<file path="src/rtl/pin_reuse_pkg.sv">
// Constants, states and carriers for the configuration pin reuse multiplexer
// ****************************************************************
// ****************************************************************
package pin_reuse_pkg;

    // ****************************************************************
    // Timing
    // ****************************************************************
    localparam int CLK_PERIOD_PS = 4000;      // 250 MHz reference clock
    localparam int RELOAD_MIN_NS = 25;        // Least reload request low time
    // Least time rounds up to whole cycles
    localparam int RELOAD_MIN_CYC = (RELOAD_MIN_NS * 1000 + CLK_PERIOD_PS - 1) / CLK_PERIOD_PS;
    localparam logic [3:0] RELOAD_CNT_MAX = 4'(RELOAD_MIN_CYC);

    // ****************************************************************
    // Mode pin codes
    // ****************************************************************
    localparam logic [2:0] MODE_SLAVE_SERIAL = 3'h1;  // Slave serial port mode
    localparam logic [2:0] MODE_SERIAL_STREAM = 3'h5; // Shared serial-stream mode
    localparam logic [2:0] MODE_PARALLEL_BUS = 3'h7;  // Shared parallel-bus mode

    // ****************************************************************
    // Sequencer states
    // ****************************************************************
    typedef enum logic [1:0] {
        ST_EDIT = 2'b00,  // Configuring, all pins dedicated
        ST_USER = 2'b01,  // Configured, reuse options applied
        ST_FAIL = 2'b10   // Configuration failed, pins dedicated
    } cfg_state_e;

    // ****************************************************************
    // Carriers: reuse options and resulting pin roles (1 = general I/O)
    // ****************************************************************
    typedef struct packed {
        logic scan;     // Scan port option
        logic twowire;  // Two-wire port option
        logic slave;    // Slave serial port option
        logic master;   // Master flash read port option
        logic reload;   // Reload request pin option
        logic ready;    // Ready pin option
        logic done;     // Done pin option
    } reuse_opt_s;

    typedef struct packed {
        logic select;   // Scan port select pin
        logic scan;     // TMS, TCK, TDI, TDO
        logic twowire;  // SCL, SDA
        logic slave;    // Five slave serial port pins
        logic master;   // Five master flash read port pins
        logic reload;   // Reload request pin
        logic ready;    // Ready pin
        logic done;     // Done pin
    } pin_role_s;

    localparam pin_role_s ROLE_RESET = '0;  // Every pin in configuration role

endpackage

</file>
<file path="src/rtl/config_pin_reuse_mux.sv">
// Configuration pin role selection between edit mode and user mode
`timescale 1ns/1ps
module config_pin_reuse_mux (
    // Clock and reset
    input wire logic ref_clk,
    input wire logic rstn,
    // Configuration engine status
    input wire logic config_ok,            // Configuration succeeded
    input wire logic config_fail,          // Configuration failed
    input wire logic edit_reenter,         // Request to re-enter edit mode
    input wire logic manual_scan_cfg,      // Configuration came over scan port
    // Options and straps
    input wire pin_reuse_pkg::reuse_opt_s reuse_opt,
    input wire logic [2:0] mode_pins,
    input wire logic select_bonded,        // Scan port select pin is bonded
    input wire logic small_family,         // Family allowing combined release
    // Configuration pins sampled
    input wire logic scan_port_select_n,
    input wire logic reload_request_n,
    input wire logic ready_in,
    // Results
    output pin_reuse_pkg::pin_role_s pin_role,
    output logic user_mode,
    output logic done_out,
    output logic reload_start
);
    import pin_reuse_pkg::*;

    // ****************************************************************
    // Declarations
    // ****************************************************************
    cfg_state_e state_r, state_nxt;      // Sequencer state
    pin_role_s role_r, role_nxt;         // Registered pin roles
    logic [3:0] low_cnt_r;               // Reload low length counter
    logic reload_fire;                   // Valid reload pulse seen
    logic reload_start_r;                // Reload pulse output register
    logic done_r;                        // Done output register
    logic user_mode_r;                   // User mode output register
    logic scan_latch_r, scan_latch_nxt;  // Combined scan release latch
    logic scan_manual_r;                 // Entered user mode by manual scan cfg
    logic hold;                          // Reload or ready pulled low
    logic shared_mode;                   // Serial-stream or parallel-bus mode
    logic combined_case;                 // Small family in slave serial mode

    assign hold = !reload_request_n || !ready_in;
    assign shared_mode = (mode_pins == MODE_SERIAL_STREAM) || (mode_pins == MODE_PARALLEL_BUS);
    assign combined_case = small_family && (mode_pins == MODE_SLAVE_SERIAL);

    // ****************************************************************
    // Reload request pulse measurement
    // ****************************************************************
    // Count low cycles, saturating at the least pulse length
    always_ff @(posedge ref_clk) begin
        if (!rstn) begin
            low_cnt_r <= 4'h0;
        end else if (reload_request_n) begin
            low_cnt_r <= 4'h0;
        end else if (low_cnt_r != RELOAD_CNT_MAX) begin
            low_cnt_r <= low_cnt_r + 4'h1;
        end
    end

    // Fire on release after a long enough low
    assign reload_fire = reload_request_n && (low_cnt_r == RELOAD_CNT_MAX);

    always_ff @(posedge ref_clk) begin
        if (!rstn) begin
            reload_start_r <= 1'b0;
        end else begin
            reload_start_r <= reload_fire;
        end
    end

    // ****************************************************************
    // Sequencer
    // ****************************************************************
    // Next state: user mode only after success and no hold
    always_comb begin
        state_nxt = state_r;
        case (state_r)
            ST_EDIT: begin
                if (config_fail) begin
                    state_nxt = ST_FAIL;
                end else if (config_ok && !hold && !reload_fire) begin
                    // A reload released on the same edge restarts instead
                    state_nxt = ST_USER;
                end
            end
            ST_USER, ST_FAIL: begin
                if (reload_fire || edit_reenter) begin
                    state_nxt = ST_EDIT;
                end
            end
            default: begin
                state_nxt = ST_EDIT;
            end
        endcase
    end

    always_ff @(posedge ref_clk) begin
        if (!rstn) begin
            state_r <= ST_EDIT;
        end else begin
            state_r <= state_nxt;
        end
    end

    // ****************************************************************
    // Scan release memory
    // ****************************************************************
    // Latch combined release; only edit mode clears it
    always_comb begin
        scan_latch_nxt = scan_latch_r;
        if (state_nxt != ST_USER) begin
            scan_latch_nxt = 1'b0;
        end else if (combined_case && select_bonded && reuse_opt.scan && scan_port_select_n) begin
            scan_latch_nxt = 1'b1;
        end
    end

    always_ff @(posedge ref_clk) begin
        if (!rstn) begin
            scan_latch_r <= 1'b0;
        end else begin
            scan_latch_r <= scan_latch_nxt;
        end
    end

    // Remember how user mode was entered when no select pin exists
    always_ff @(posedge ref_clk) begin
        if (!rstn) begin
            scan_manual_r <= 1'b0;
        end else if (state_r == ST_EDIT && state_nxt == ST_USER) begin
            scan_manual_r <= manual_scan_cfg;
        end else if (state_nxt != ST_USER) begin
            scan_manual_r <= 1'b0;
        end
    end

    // ****************************************************************
    // Pin role selection
    // ****************************************************************
    always_comb begin
        role_nxt = ROLE_RESET;
        if (state_nxt == ST_USER) begin
            if (!select_bonded) begin
                // Manual scan configuration releases the scan pins
                role_nxt.scan = (state_r == ST_EDIT) ? manual_scan_cfg : scan_manual_r;
            end else if (!reuse_opt.scan) begin
                role_nxt.select = 1'b1;
            end else begin
                // Select pin steers the scan pins; it is released with them once the combined release latches
                role_nxt.scan = scan_latch_nxt || scan_port_select_n;
                role_nxt.select = scan_latch_nxt;
            end
            role_nxt.twowire = reuse_opt.twowire;
            role_nxt.slave = reuse_opt.slave && !shared_mode;
            role_nxt.master = reuse_opt.master && !shared_mode;
            role_nxt.reload = reuse_opt.reload;
            role_nxt.ready = reuse_opt.ready;
            role_nxt.done = reuse_opt.done;
        end
    end

    always_ff @(posedge ref_clk) begin
        if (!rstn) begin
            role_r <= ROLE_RESET;
        end else begin
            role_r <= role_nxt;
        end
    end

    // Done driven high only in user mode without hold
    always_ff @(posedge ref_clk) begin
        if (!rstn) begin
            done_r <= 1'b0;
        end else begin
            done_r <= (state_nxt == ST_USER) && !hold;
        end
    end

    // User mode flag kept in its own flop, in step with the state register
    always_ff @(posedge ref_clk) begin
        if (!rstn) begin
            user_mode_r <= 1'b0;
        end else begin
            user_mode_r <= (state_nxt == ST_USER);
        end
    end

    assign pin_role = role_r;
    assign user_mode = user_mode_r;
    assign done_out = done_r;
    assign reload_start = reload_start_r;
endmodule

</file>
<file path="config.mk">
export PLATFORM = sky130hd
export DESIGN_NAME = config_pin_reuse_mux
export DESIGN_NICKNAME = d
export VERILOG_FILES = /design/src/rtl/pin_reuse_pkg.sv /design/src/rtl/config_pin_reuse_mux.sv
export SDC_FILE = /design/constraint.sdc
export NUM_CORES = 1
export LEC_CHECK = 0
export ABC_AREA = 1
export BUFFER_PORTS_ARGS = -buffer_cell sky130_fd_sc_hd__buf_4
export CAP_MARGIN = 20
export CELL_PAD_IN_SITES_DETAIL_PLACEMENT = 0
export CELL_PAD_IN_SITES_GLOBAL_PLACEMENT = 1
export CORE_UTILIZATION = 30
export CTS_CLUSTER_DIAMETER = 60
export DETAILED_ROUTE_END_ITERATION = 10
export PLACE_DENSITY = 0.82
export SLEW_MARGIN = 20
export SYNTH_ARGS = -nofsm -noshare
export SYNTH_HDL_FRONTEND = slang
export SYNTH_SLANG_ARGS = --single-unit
</file>
<file path="constraint.sdc">
create_clock -name ref_clk -period 3.5 [get_ports ref_clk]
set_input_delay 0.525 -clock ref_clk [delete_from_list [all_inputs] [get_ports ref_clk]]
set_output_delay 0.525 -clock ref_clk [all_outputs]
set_load 0.1 [all_outputs]
</file>
### Word level (Yosys, flattened, before mapping)

Index checks and enable logic that the tools add are counted.

| cells by class | value |
|---|---|
| reductions and logical operators | 26 |
| bitwise logic cells | 1 |
| mux-type cells | 12 |
| $add $sub $neg | 1 |
| equal/unequal tests | 9 |

Operators by type and width:

| kind | count |
|---|---|
| 1-bit logical AND | 11 |
| 1-bit 2-to-1 mux | 8 |
| 3-bit == test (second input constant) | 2 |
| 2-bit 2-to-1 mux | 3 |
| 1-bit logical NOT | 5 |
| 4-bit by 1-bit adder with 4-bit output (second input constant) | 1 |
| 2-bit by 1-bit == test with 1-bit output (second input constant) | 2 |
| 4-bit by 3-bit == test with 1-bit output (second input constant) | 1 |
| 1-bit logical OR | 4 |
| 4-bit by 3-bit inequality test with 1-bit output (second input constant) | 1 |
| 2-bit one-hot mux with 2 select lines | 1 |
| 2-bit OR reduction | 2 |
| 3-bit by 1-bit == test with 1-bit output (second input constant) | 1 |
| 3-bit AND reduction | 1 |
| 2-bit == test (second input constant) | 1 |
| 2-bit logical NOT | 1 |
| 2-bit by 1-bit inequality test with 1-bit output (second input constant) | 1 |
| 2-bit AND reduction | 1 |
| 2-bit nonzero test | 1 |
| 1-bit inverter | 1 |

| storage, ports and cells | value |
|---|---|
| bits in registers | 19 |
| logic and storage cells | 64 |

### Depth between registers and ports, before layout

Gate-level depths: netlist of run 1.

| logic depth | value |
|---|---|
| word-level depth | 13 |
| gate-level depth with buffers | 10 |

### Worst setup path before layout of run 1

No wires, ideal clock.

| timing | value |
|---|---|
| kind | reg2out |
| start point | reg done_r (netlist: done_out) |
| end point | out done_out |
| path slack | 2.066 ns |
| stages on the path, launching flop included | 1 |
| arrival | 0.909 ns |
| required time | 2.975 ns |
| cells stage by stage | dfxtp_1 |

RTL lines:

| element | RTL line | text |
|---|---|---|
| start, declared | config_pin_reuse_mux.sv:37 | `logic done_r;` |
| start signal, assigned | config_pin_reuse_mux.sv:178 | `done_r <= (state_nxt == ST_USER) && !hold;` |
| end, declared | config_pin_reuse_mux.sv:24 | `output logic done_out,` |

No word-level cell between the ends.

### Final worst setup path of run 1

| timing | value |
|---|---|
| start point | reg state_r[1] |
| end point | reg role_r (netlist bit pin_role[2]) |

| between the ends | value |
|---|---|
| word-level cells in the longest chain between the ends | 5 |

RTL lines:

| element | RTL line | text |
|---|---|---|
| start, declared | config_pin_reuse_mux.sv:32 | `cfg_state_e state_r, state_nxt;` |
| start signal, assigned | config_pin_reuse_mux.sv:104 | `state_r <= state_nxt;` |
| 2-bit by 1-bit == test with 1-bit output, or another cell as far along | config_pin_reuse_mux.sv:80 | `case (state_r)` |
| 2-bit OR reduction / 2-bit 2-to-1 mux (equally long branches) | config_pin_reuse_mux.sv:80, config_pin_reuse_mux.sv:82 |  |
| 2-bit one-hot mux with 2 select lines * | config_pin_reuse_mux.sv:80 |  |
| 2-bit by 1-bit == test with 1-bit output * | config_pin_reuse_mux.sv:145 | `if (state_nxt == ST_USER) begin` |
| 2-bit AND reduction (no line) * | -- |  |
| end signal, assigned | config_pin_reuse_mux.sv:169 | `role_r <= role_nxt;` |
| end, declared | config_pin_reuse_mux.sv:33 | `pin_role_s role_r, role_nxt;` |

Mark *: on every way between the ends. The rest lies on a longest branch, timed or not.
A chain may end at the register's enable or synchronous reset.

==> results of run 1 <==
[routing by layer]
metal  part of all wire [%]  wire [um]  global-route usage [%]
met1                     45        721                    16.9
met2                     48        769                    18.1
met3                    5.3         85                    3.39
met4                    1.5         24                    5.13
met5                      0          0                       0
[area by class of cell]
| type | count | area share, % |
|---|---|---|
| Clock buffer | 3 | 2.03 |
| Clock inverter | 1 | 0.451 |
| Timing Repair Buffer | 31 | 21.0 |
| Sequential cell | 19 | 34.3 |
| Multi-Input combinational cell | 63 | 31.5 |
| Tap cell | 30 | 3.38 |
| Inverter | 22 | 7.44 |
[worst min-delay path, stage by stage]
cell and delay (ps):
buf_4 110, inv_1 40, nor2_1 30
[per-stage QoR]
stage | power (mW) | area, sq um
2_1_floorplan | 0.254 | 812
3_3_place_gp | 0.278 | 1080
3_5_place_dp | 0.279 | 1080
4_1_cts | 0.388 | 1110
5_1_grt | 0.403 | 1110
6_report | 0.381 | 1110
[cells by family after synthesis]
family	Yosys count	share of synthesized area, %
AOI/OAI and AO/OA	11	8.17
adders and majority gates	3	4.62
buffers and inverters	22	10.2
DFF	19	46.8
and+or+nand+nor	49	30.2
[flip-flops by register name, indices dropped and copies added (netlist names)]
name	cells
low_cnt_r	4
done_out	1
user_mode	1
reload_start	1
scan_latch_r	1
scan_manual_r	1
state_r	2
pin_role	8
[power groups by stage]
stage               Sequential, mW  Combinational (mW)  Clock [mW]
detailed placement           0.227              0.0519           0
CTS                          0.222              0.0522       0.114
floorplan                    0.230              0.0240           0
finish                       0.222              0.0518       0.108
global route                 0.222              0.0583       0.123
global placement             0.226              0.0519           0
[cell usage in the layout, fill, tap and decap left out, types with 2 or more instances in the layout]
| cell | netlist | routed |
|---|---|---|
| dfxtp_1 | 19 | 19 |
| a21oi_1 | 2 | 2 |
| nand3_1 | 3 | 3 |
| nand3_2 | 2 | 2 |
| buf_4 | 0 | 31 |
| o21bai_1 | 2 | 2 |
| nand2_2 | 2 | 2 |
| nand2_1 | 17 | 17 |
| nor3_1 | 2 | 2 |
| inv_1 | 21 | 21 |
| nor2_1 | 13 | 13 |
| nor2_2 | 2 | 2 |
| clkbuf_4 | 0 | 3 |
| o211ai_1 | 2 | 2 |
| ha_1 | 3 | 3 |
| nand3b_1 | 2 | 2 |
| o21ai_0 | 4 | 4 |
| nand4_1 | 4 | 4 |
[final timing paths]
check | from | to | slack (ps)
worst max-delay path | state_r[1] | pin_role[2] | 1920
worst min-delay path | reuse_opt[1] | pin_role[1] | 450
worst max register to register | state_r[1] | pin_role[2] | 1920
worst min register to register | low_cnt_r[3] | low_cnt_r[2] | 490
==> results.sh, run 1 <==
export IMPL_crit_chain="inv_1 > ha_1 > inv_1 > nor2_1 > nand2_1 > nand2_1 > nand3_2 > nor2_4 > nand2_4 > nor2_1"
export IMPL_antenna_found_initial=0
export IMPL_endpoint_kind="flip-flop"
export IMPL_std_cell_rows=18
export IMPL_ys_flop_type="dfxtp_1"
export IMPL_setup_ws_ps=1920
export IMPL_die_h_um=54.0
export IMPL_diodes=0
export IMPL_power_frac_clock_pct=28.3
export IMPL_min_period_over_period_pct=45.3
export IMPL_gp_congestion=0.832
export IMPL_syn_num_nets=128
export IMPL_ys_ff_latch=19
export IMPL_grt_usage_pct=12.4
export IMPL_critPathArrivalTime_ps=1820
export IMPL_netlist_area_sq_um=812
export IMPL_comb_power_share_pct=13.6
export IMPL_final_hold_violation_count=0
export IMPL_ctsHoldBuffers=0
export IMPL_fin_nets=164
export IMPL_register_area_sq_um=380
export IMPL_numCtsBuffers=3
export IMPL_multi_input_area_sq_um=349
export IMPL_ys_warnings_count=0
export IMPL_fin_crit_ps=1580
export IMPL_synth_edf_count=0
export IMPL_outcome="finished, final reports clean"
export IMPL_vias_per_cell=4.39
export IMPL_cts_tree="yes"
export IMPL_cp_max_fo=9
export IMPL_relSlewSlack_pct=81.5
export IMPL_fillers=272
export IMPL_ys_types=20
export IMPL_rsz0062_at_grt="false"
export IMPL_cts_path_max_buffers=2
export IMPL_synth_area_top_cells="dfxtp_1, inv_1, nand2_1"
export IMPL_worstSetupStartpointType="flip-flop"
export IMPL_required_ps=3730
export IMPL_clk_pin_slew_ps=100
export IMPL_drc=0
export IMPL_fp_dieW_um=54.0
export IMPL_cp_depth=10
export IMPL_swShare_pct=24.9
export IMPL_stdcell_count=169
export IMPL_seq_power_share_pct=58.2
export IMPL_synth_top_area_share_pct=46.8
export IMPL_clock_sinks=19
export IMPL_cap_violations=0
export IMPL_vdd_ir_drop_max_mv=0.246
export IMPL_slew_violations=0
export IMPL_fin_hold_ws_ps=447
export IMPL_postSynthCellCount=104
export IMPL_grt_pass1_wl_um=2540
export IMPL_synth_area_leader_cell="dfxtp_1"
export IMPL_cellPowerDensity_mw_per_mm2=343
export IMPL_insertion_delay_ps=290
export IMPL_crit_family="simple AND/OR/NAND/NOR gates"
export IMPL_grt_overflow_total=0
export IMPL_ctsResizeCount=0
export IMPL_p_sw_mw=0.0948
export IMPL_htree_levels=1
export IMPL_portBuffers=31
export IMPL_drt_wl_total_um=1600
export IMPL_reg2reg_depth=10
export IMPL_async_flop_share_pct=0
export IMPL_hold_path_class="input pin to flip-flop"
export IMPL_syn_avg_cell_area_sq_um=7.81
export IMPL_fmax_mhz=631
export IMPL_crit_type="flip-flop to flip-flop"
export IMPL_synth_common_cells="inv_1, dfxtp_1, nand2_1"
export IMPL_cp_slowest_cell="dfxtp_1"
export IMPL_drtPass1Iterations=4
export IMPL_setup_tns_ps=0
export IMPL_dr_first_iter_drc_count=6
export IMPL_area_growth_pct=36.7
export IMPL_cp_num_buf_inv=2
export IMPL_die_area_sq_mm=0.00292
export IMPL_leakage_nw=0.598
export IMPL_hpwl_um=1360
export IMPL_skew_ps=0.471
export IMPL_setup_viol=0
export IMPL_core_sq_mm=0.00252
export IMPL_max_stage_delay_ps=400
export IMPL_routedWlPerCell_um=9.47
export IMPL_synth_most_common_cell="inv_1"
export IMPL_grt_pass1_vias=619
export IMPL_place_inst=165
export IMPL_cts_root_buf="clkbuf_4"
export IMPL_via_count=742
export IMPL_dp_slack_ps=1870
export IMPL_drive_gt1_share_pct=31.7
export IMPL_hold_depth=3
export IMPL_postCtsSetupBuffers=0
export IMPL_p_int_mw=0.286
export IMPL_yosysSeqAreaShare_pct=46.8
export IMPL_ant_nets=0
export IMPL_start_util_pct=32.2
export IMPL_io_pins=32
export IMPL_fin_util_pct=44.0
export IMPL_worstMarginPinSlew_ps=275
export IMPL_grt_max_degree=12
No activity file was read; power rests on OpenSTA's default activity.
==> run 2, diff against run 1 <==
--- a/config.mk
+++ b/config.mk
@@ -5,7 +5,7 @@
 export SDC_FILE = /design/constraint.sdc
 export NUM_CORES = 1
 export LEC_CHECK = 0
-export ABC_AREA = 1
+export ABC_AREA = 0
 export BUFFER_PORTS_ARGS = -buffer_cell sky130_fd_sc_hd__buf_4
 export CAP_MARGIN = 20
 export CELL_PAD_IN_SITES_DETAIL_PLACEMENT = 0
@@ -13,7 +13,7 @@
 export CORE_UTILIZATION = 30
 export CTS_CLUSTER_DIAMETER = 60
 export DETAILED_ROUTE_END_ITERATION = 10
-export PLACE_DENSITY = 0.82
+export PLACE_DENSITY = 0.78
 export SLEW_MARGIN = 20
 export SYNTH_ARGS = -nofsm -noshare
 export SYNTH_HDL_FRONTEND = slang
==> constraint.sdc (replaced) <==
create_clock -name ref_clk -period 1.6 [get_ports ref_clk]
set_input_delay 0.24 -clock ref_clk [delete_from_list [all_inputs] [get_ports ref_clk]]
set_output_delay 0.24 -clock ref_clk [all_outputs]
set_load 0.1 [all_outputs]
==> run 2 against run 1 <==
Clock-buffer cell count up 1. Critical path depth down 3. Clock skew grew 1.5 ps. Sequential power grew 120%. Flip-flop and latch count unchanged. Worst hold slack got worse by 280 ps. Final area grew 14%. Power grew 150%. Die area is 7.7% higher. First-iteration DRC count up 50%. Fmax rose by 1.7%. Largest cell class is now multi-input combinational cells. Highest routed layer is now met3.
==> results.sh, run 2 <==
export IMPL_setup_viol=0
export IMPL_ys_flop_type="dfxtp_1"
export IMPL_synth_edf_count=0
export IMPL_grt_usage_pct=13.1
export IMPL_crit_chain="inv_2 > ha_4 > and3b_2 > nor3_4 > buf_6 > buf_4 > nor4b_1"
export IMPL_portBuffers=31
export IMPL_fin_nets=149
export IMPL_netlist_area_sq_um=877
export IMPL_ys_ff_latch=19
export IMPL_final_cell_mix="buf_4, dfxtp_1, nand2_1"
export IMPL_fmax_mhz=642
export IMPL_setup_tns_ps=0
export IMPL_std_cell_rows=19
export IMPL_synth_top_area_share_pct=43.4
export IMPL_synth_most_common_cell="dfxtp_1"
export IMPL_hp_start="reuse_opt[2]"
export IMPL_min_period_over_period_pct=97.4
export IMPL_core_sq_mm=0.00276
export IMPL_r2r_setup_slack_ps=40
export IMPL_antenna_found_initial=0
export IMPL_cp_max_fo=5
export IMPL_dp_slack_ps=-77.8
export IMPL_critPathArrivalTime_ps=1760
export IMPL_cap_violations=0
export IMPL_grt_overflow_total=0
export IMPL_clk_pin_slew_ps=100
export IMPL_fillers=268
export IMPL_worstSetupStartpointType="flip-flop"
export IMPL_drc=0
export IMPL_p_int_mw=0.672
export IMPL_outcome="finished, final reports clean"
export IMPL_numCtsBuffers=3
export IMPL_cts_path_max_buffers=2
export IMPL_die_area_sq_mm=0.00314
export IMPL_htree_levels=1
export IMPL_seq_power_share_pct=52.4
export IMPL_r2r_start="state_r[0]"
export IMPL_vdd_ir_drop_max_mv=0.461
export IMPL_comb_power_share_pct=21.7
export IMPL_largest_register_ffs=8
export IMPL_synth_area_leader_cell="dfxtp_1"
export IMPL_crit_path_start="state_r[0]"
export IMPL_drtPass1Iterations=3
export IMPL_multi_input_area_sq_um=537
export IMPL_grt_max_degree=14
export IMPL_yosysSeqAreaShare_pct=43.4
export IMPL_ant_nets=0
export IMPL_skew_ps=1.95
export IMPL_insertion_delay_ps=300
export IMPL_synth_common_cells="dfxtp_1, nand2_1, a211oi_1"
export IMPL_area_growth_pct=43.8
export IMPL_fp_dieW_um=56.1
export IMPL_ys_types=32
export IMPL_synth_area_top_cells="dfxtp_1, a211oi_1, ha_1"
export IMPL_async_flop_share_pct=0
export IMPL_vias_per_cell=5.02
export IMPL_postSynthCellCount=88
export IMPL_hold_path_class="input pin to flip-flop"
export IMPL_worstMarginPinSlew_ps=358
export IMPL_p_total_mw=0.936
export IMPL_final_hold_violation_count=0
export IMPL_place_inst=149
export IMPL_routedWlPerCell_um=12.8
export IMPL_grt_pass1_wl_um=3240
export IMPL_grt_pass1_vias=723
export IMPL_hpwl_um=1510
export IMPL_max_stage_delay_ps=370
export IMPL_leakage_nw=0.533
export IMPL_swShare_pct=28.2
export IMPL_drive_gt1_share_pct=50.8
export IMPL_register_area_sq_um=385
export IMPL_syn_avg_cell_area_sq_um=9.97
export IMPL_start_util_pct=31.8
export IMPL_p_sw_mw=0.264
export IMPL_dr_first_iter_drc_count=9
export IMPL_die_h_um=56.1
export IMPL_stdcell_count=155
export IMPL_final_common_cell="buf_4"
export IMPL_ys_warnings_count=0
export IMPL_via_count=778
export IMPL_cp_slowest_cell="dfxtp_2"
export IMPL_cellPowerDensity_mw_per_mm2=742
export IMPL_relSlewSlack_pct=76.1
export IMPL_gp_congestion=0.763
export IMPL_setup_ws_ps=42.3
export IMPL_power_frac_clock_pct=25.9
export IMPL_cts_tree="yes"
export IMPL_clock_sinks=19
export IMPL_required_ps=1800
export IMPL_fin_crit_ps=1560
export IMPL_cts_root_buf="clkbuf_4"
export IMPL_endpoint_kind="flip-flop"
export IMPL_io_pins=32
export IMPL_crit_type="flip-flop to flip-flop"
export IMPL_syn_num_nets=112
export IMPL_diodes=0
export IMPL_slew_violations=0
export IMPL_drt_wl_total_um=1990
export IMPL_rsz0062_at_grt="true"
-- run 2: logic make-up (layout without fill, tap and decap cells) --
| logic type | Yosys count | count (layout) | synth area share, % |
|---|---|---|---|
| adders and majority gates | 3 | 3 | 4.28 |
| xor gates and xnor gates | 2 | 2 | 2.00 |
| AOI/OAI and AO/OA | 25 | 25 | 20.3 |
| buffers and inverters | 5 | 41 | 3.99 |
| DFF | 19 | 19 | 43.4 |
| muxes | 2 | 2 | 2.28 |
| and+or+nand+nor | 32 | 32 | 23.8 |
-- run 2: final cells by class --
| class | count | area share, % |
|---|---|---|
| Multi-Input combinational cell | 64 | 42.6 |
| Timing Repair Buffer | 35 | 21.1 |
| Inverter | 2 | 0.595 |
| Tap cell | 31 | 3.08 |
| Clock buffer | 4 | 2.08 |
| Sequential cell | 19 | 30.6 |
-- run 2: worst max-delay path: cells and delay by family (launching register included) --
kind / cells / cell delay, ps
buf+inv: 3 / 300
flops: 1 / 370
simple gates: 3 / 530
fa+ha+maj: 1 / 260
-- run 2: metal layers --
metal	up-vias	share of wire, %	GRT usage (%)	wire length, um
li1	395	-	-	-
met1	362	43	16.7	859
met2	21	51	21.8	1020
met3	0	5.5	5.12	109
met4	0	0	1.05	0
met5	-	0	0	0
-- run 2: through the flow --
stage               instance area [sq um]  util [%]  hold slack (ps)
global placement                     1140      41.2              477
CTS                                  1180      42.8              166
detailed placement                   1140      41.2              480
floorplan                             877         -              366
global route                         1260      45.7              155
finish                               1260      45.7              165
-- run 2: what timing repair did --
action	4_1_cts	5_1_grt
endpoints found under the setup margin	9	11
hold buffers	0	0
resized for setup	6	20
pin swaps	1	5
setup buffers	0	2
-- run 2: worst paths after layout --
kind / end / cells past startpoint
worst min-delay path: pin_role[2] / 3
worst max register to register: state_r[1] / 7
worst min register to register: low_cnt_r[2] / 1
worst max-delay path: state_r[1] / 7
-- run 2: power groups by stage --
| stage | sequential [mW] | combinational (mW) | clock, mW |
|---|---|---|---|
| floorplan | 0.522 | 0.0744 | 0 |
| global placement | 0.499 | 0.161 | 0 |
| detailed placement | 0.500 | 0.163 | 0 |
| CTS | 0.490 | 0.172 | 0.254 |
| global route | 0.492 | 0.220 | 0.279 |
| finish | 0.490 | 0.203 | 0.242 |
==> run 3, diff against run 2 <==
--- a/config.mk
+++ b/config.mk
@@ -13,7 +13,7 @@
 export CORE_UTILIZATION = 30
 export CTS_CLUSTER_DIAMETER = 60
 export DETAILED_ROUTE_END_ITERATION = 10
-export PLACE_DENSITY = 0.78
+export PLACE_DENSITY_LB_ADDON = 0.1
 export SLEW_MARGIN = 20
 export SYNTH_ARGS = -nofsm -noshare
 export SYNTH_HDL_FRONTEND = slang
==> run 3 against run 2 <==
The flow now finishes with violations (setup timing). Routed wire length up 11%. Setup slack lost 55 ps. Final cell count increased by 3.9%. Fmax down 3.4%. First-iteration DRC count is 33% higher. Critical path type unchanged. Critical endpoint is now scan_manual_r.
==> results.sh, run 3 (synthesis results as in run 2) <==
export IMPL_outcome="complete, but fails checks"
export IMPL_violations="setup timing"
export IMPL_die_area_sq_mm=0.00314
export IMPL_fin_nets=155
export IMPL_cellPowerDensity_mw_per_mm2=714
export IMPL_grt_overflow_total=0
export IMPL_grt_usage_pct=13.4
export IMPL_slew_violations=0
export IMPL_multi_input_area_sq_um=567
export IMPL_final_hold_violation_count=0
export IMPL_dr_first_iter_drc_count=12
export IMPL_setup_viol=3
export IMPL_leakage_nw=0.556
export IMPL_cap_violations=0
export IMPL_stdcell_count=161
export IMPL_min_period_over_period_pct=101
export IMPL_drtPass1Iterations=2
export IMPL_vdd_ir_drop_max_mv=0.517
export IMPL_place_inst=149
export IMPL_worstMarginPinSlew_ps=335
export IMPL_setup_ws_ps=-13.2
export IMPL_register_area_sq_um=385
export IMPL_drt_wl_total_um=2200
export IMPL_std_cell_rows=19
export IMPL_endpoint_kind="flip-flop"
export IMPL_final_common_cell="buf_4"
export IMPL_final_cell_mix="buf_4, dfxtp_1, nand2_1, a211oi_2"
export IMPL_vias_per_cell=4.98
export IMPL_fin_crit_ps=1610
export IMPL_clock_sinks=19
export IMPL_worstSetupStartpointType="flip-flop"
export IMPL_antenna_found_initial=0
export IMPL_core_sq_mm=0.00276
export IMPL_cp_max_fo=8
export IMPL_skew_ps=7.22
export IMPL_cts_root_buf="clkbuf_4"
export IMPL_io_pins=32
export IMPL_htree_levels=1
export IMPL_fin_util_pct=47.9
export IMPL_start_util_pct=31.8
export IMPL_largest_register_ffs=8
export IMPL_diodes=0
export IMPL_grt_pass1_wl_um=3270
export IMPL_rsz0062_at_grt="true"
export IMPL_die_h_um=56.1
export IMPL_ant_nets=0
export IMPL_numCtsBuffers=3
export IMPL_fmax_mhz=620
export IMPL_required_ps=1830
export IMPL_p_total_mw=0.943
export IMPL_fillers=280
export IMPL_dp_slack_ps=-94.6
export IMPL_grt_pass1_vias=782
export IMPL_fp_dieW_um=56.1
export IMPL_gp_congestion=0.765
export IMPL_ctsHoldBuffers=0
export IMPL_drive_gt1_share_pct=53.1
export IMPL_area_growth_pct=50.6
export IMPL_clk_pin_slew_ps=110
export IMPL_cts_path_max_buffers=2
export IMPL_hpwl_um=1530
export IMPL_routedWlPerCell_um=13.7
export IMPL_crit_type="flip-flop to flip-flop"
export IMPL_cts_tree="yes"
export IMPL_drc=0
export IMPL_critPathArrivalTime_ps=1840
export IMPL_portBuffers=31
export IMPL_insertion_delay_ps=300
export IMPL_relSlewSlack_pct=77.4
export IMPL_via_count=801
export IMPL_hold_path_class="input pin to flip-flop"
export IMPL_grt_max_degree=14
-- run 3: stage by stage --
step | hold WS, ps | setup TNS, ps | cell area, sq um
floorplan | 366 | 0 | 877
detailed placement | 499 | -634 | 1140
global placement | 486 | -150 | 1140
finish | 179 | -27.6 | 1320
CTS | 171 | -13.8 | 1200
global route | 179 | -554 | 1320
-- run 3: worst max-delay path: stages (launching register included) --
cell	delay (ps)
dfxtp_2	360
inv_2	50
ha_4	230
and3b_2	250
nor3_4	320
nor2_4	130
a211oi_2	210
-- run 3: repair_timing --
item | in CTS | in global routing
gates cloned | 0 | 2
setup endpoints to repair | 12 | 13
buffers inserted | 2 | 4
pin swaps | 2 | 11
gates resized for setup | 7 | 16
-- run 3: path summary, 6_finish.rpt --
| check | startpoint | to | slack [ps] | cells after the start |
|---|---|---|---|---|
| setup / recovery | state_r[0] | scan_manual_r | -10 | 6 |
| hold / removal | reuse_opt[5] | pin_role[5] | 180 | 3 |
| setup reg to reg | state_r[0] | scan_manual_r | -10 | 6 |
| hold reg to reg | low_cnt_r[3] | low_cnt_r[2] | 510 | 1 |
-- run 3: final cells by class --
| cell class | instances | share of cell area, % |
|---|---|---|
| Tap cell | 31 | 2.94 |
| Timing Repair Buffer | 39 | 22.4 |
| Inverter | 2 | 0.568 |
| Multi-Input combinational cell | 66 | 42.9 |
| Clock buffer | 4 | 1.99 |
| Sequential cell | 19 | 29.2 |
-- run 3: per-layer routing --
layer | global-route usage (%) | share of wire [%]
met1 | 14.0 | 40
met2 | 24.1 | 53
met4 | 5.23 | 1.0
met3 | 4.88 | 6.0
met5 | 0 | 0
-- run 3: where the power goes --
part           internal, mW  switching (mW)  total, mW
combinational        0.0939           0.117      0.211
clock                0.0971           0.145      0.242
sequential            0.483         0.00689      0.490
total                 0.674           0.269      0.943
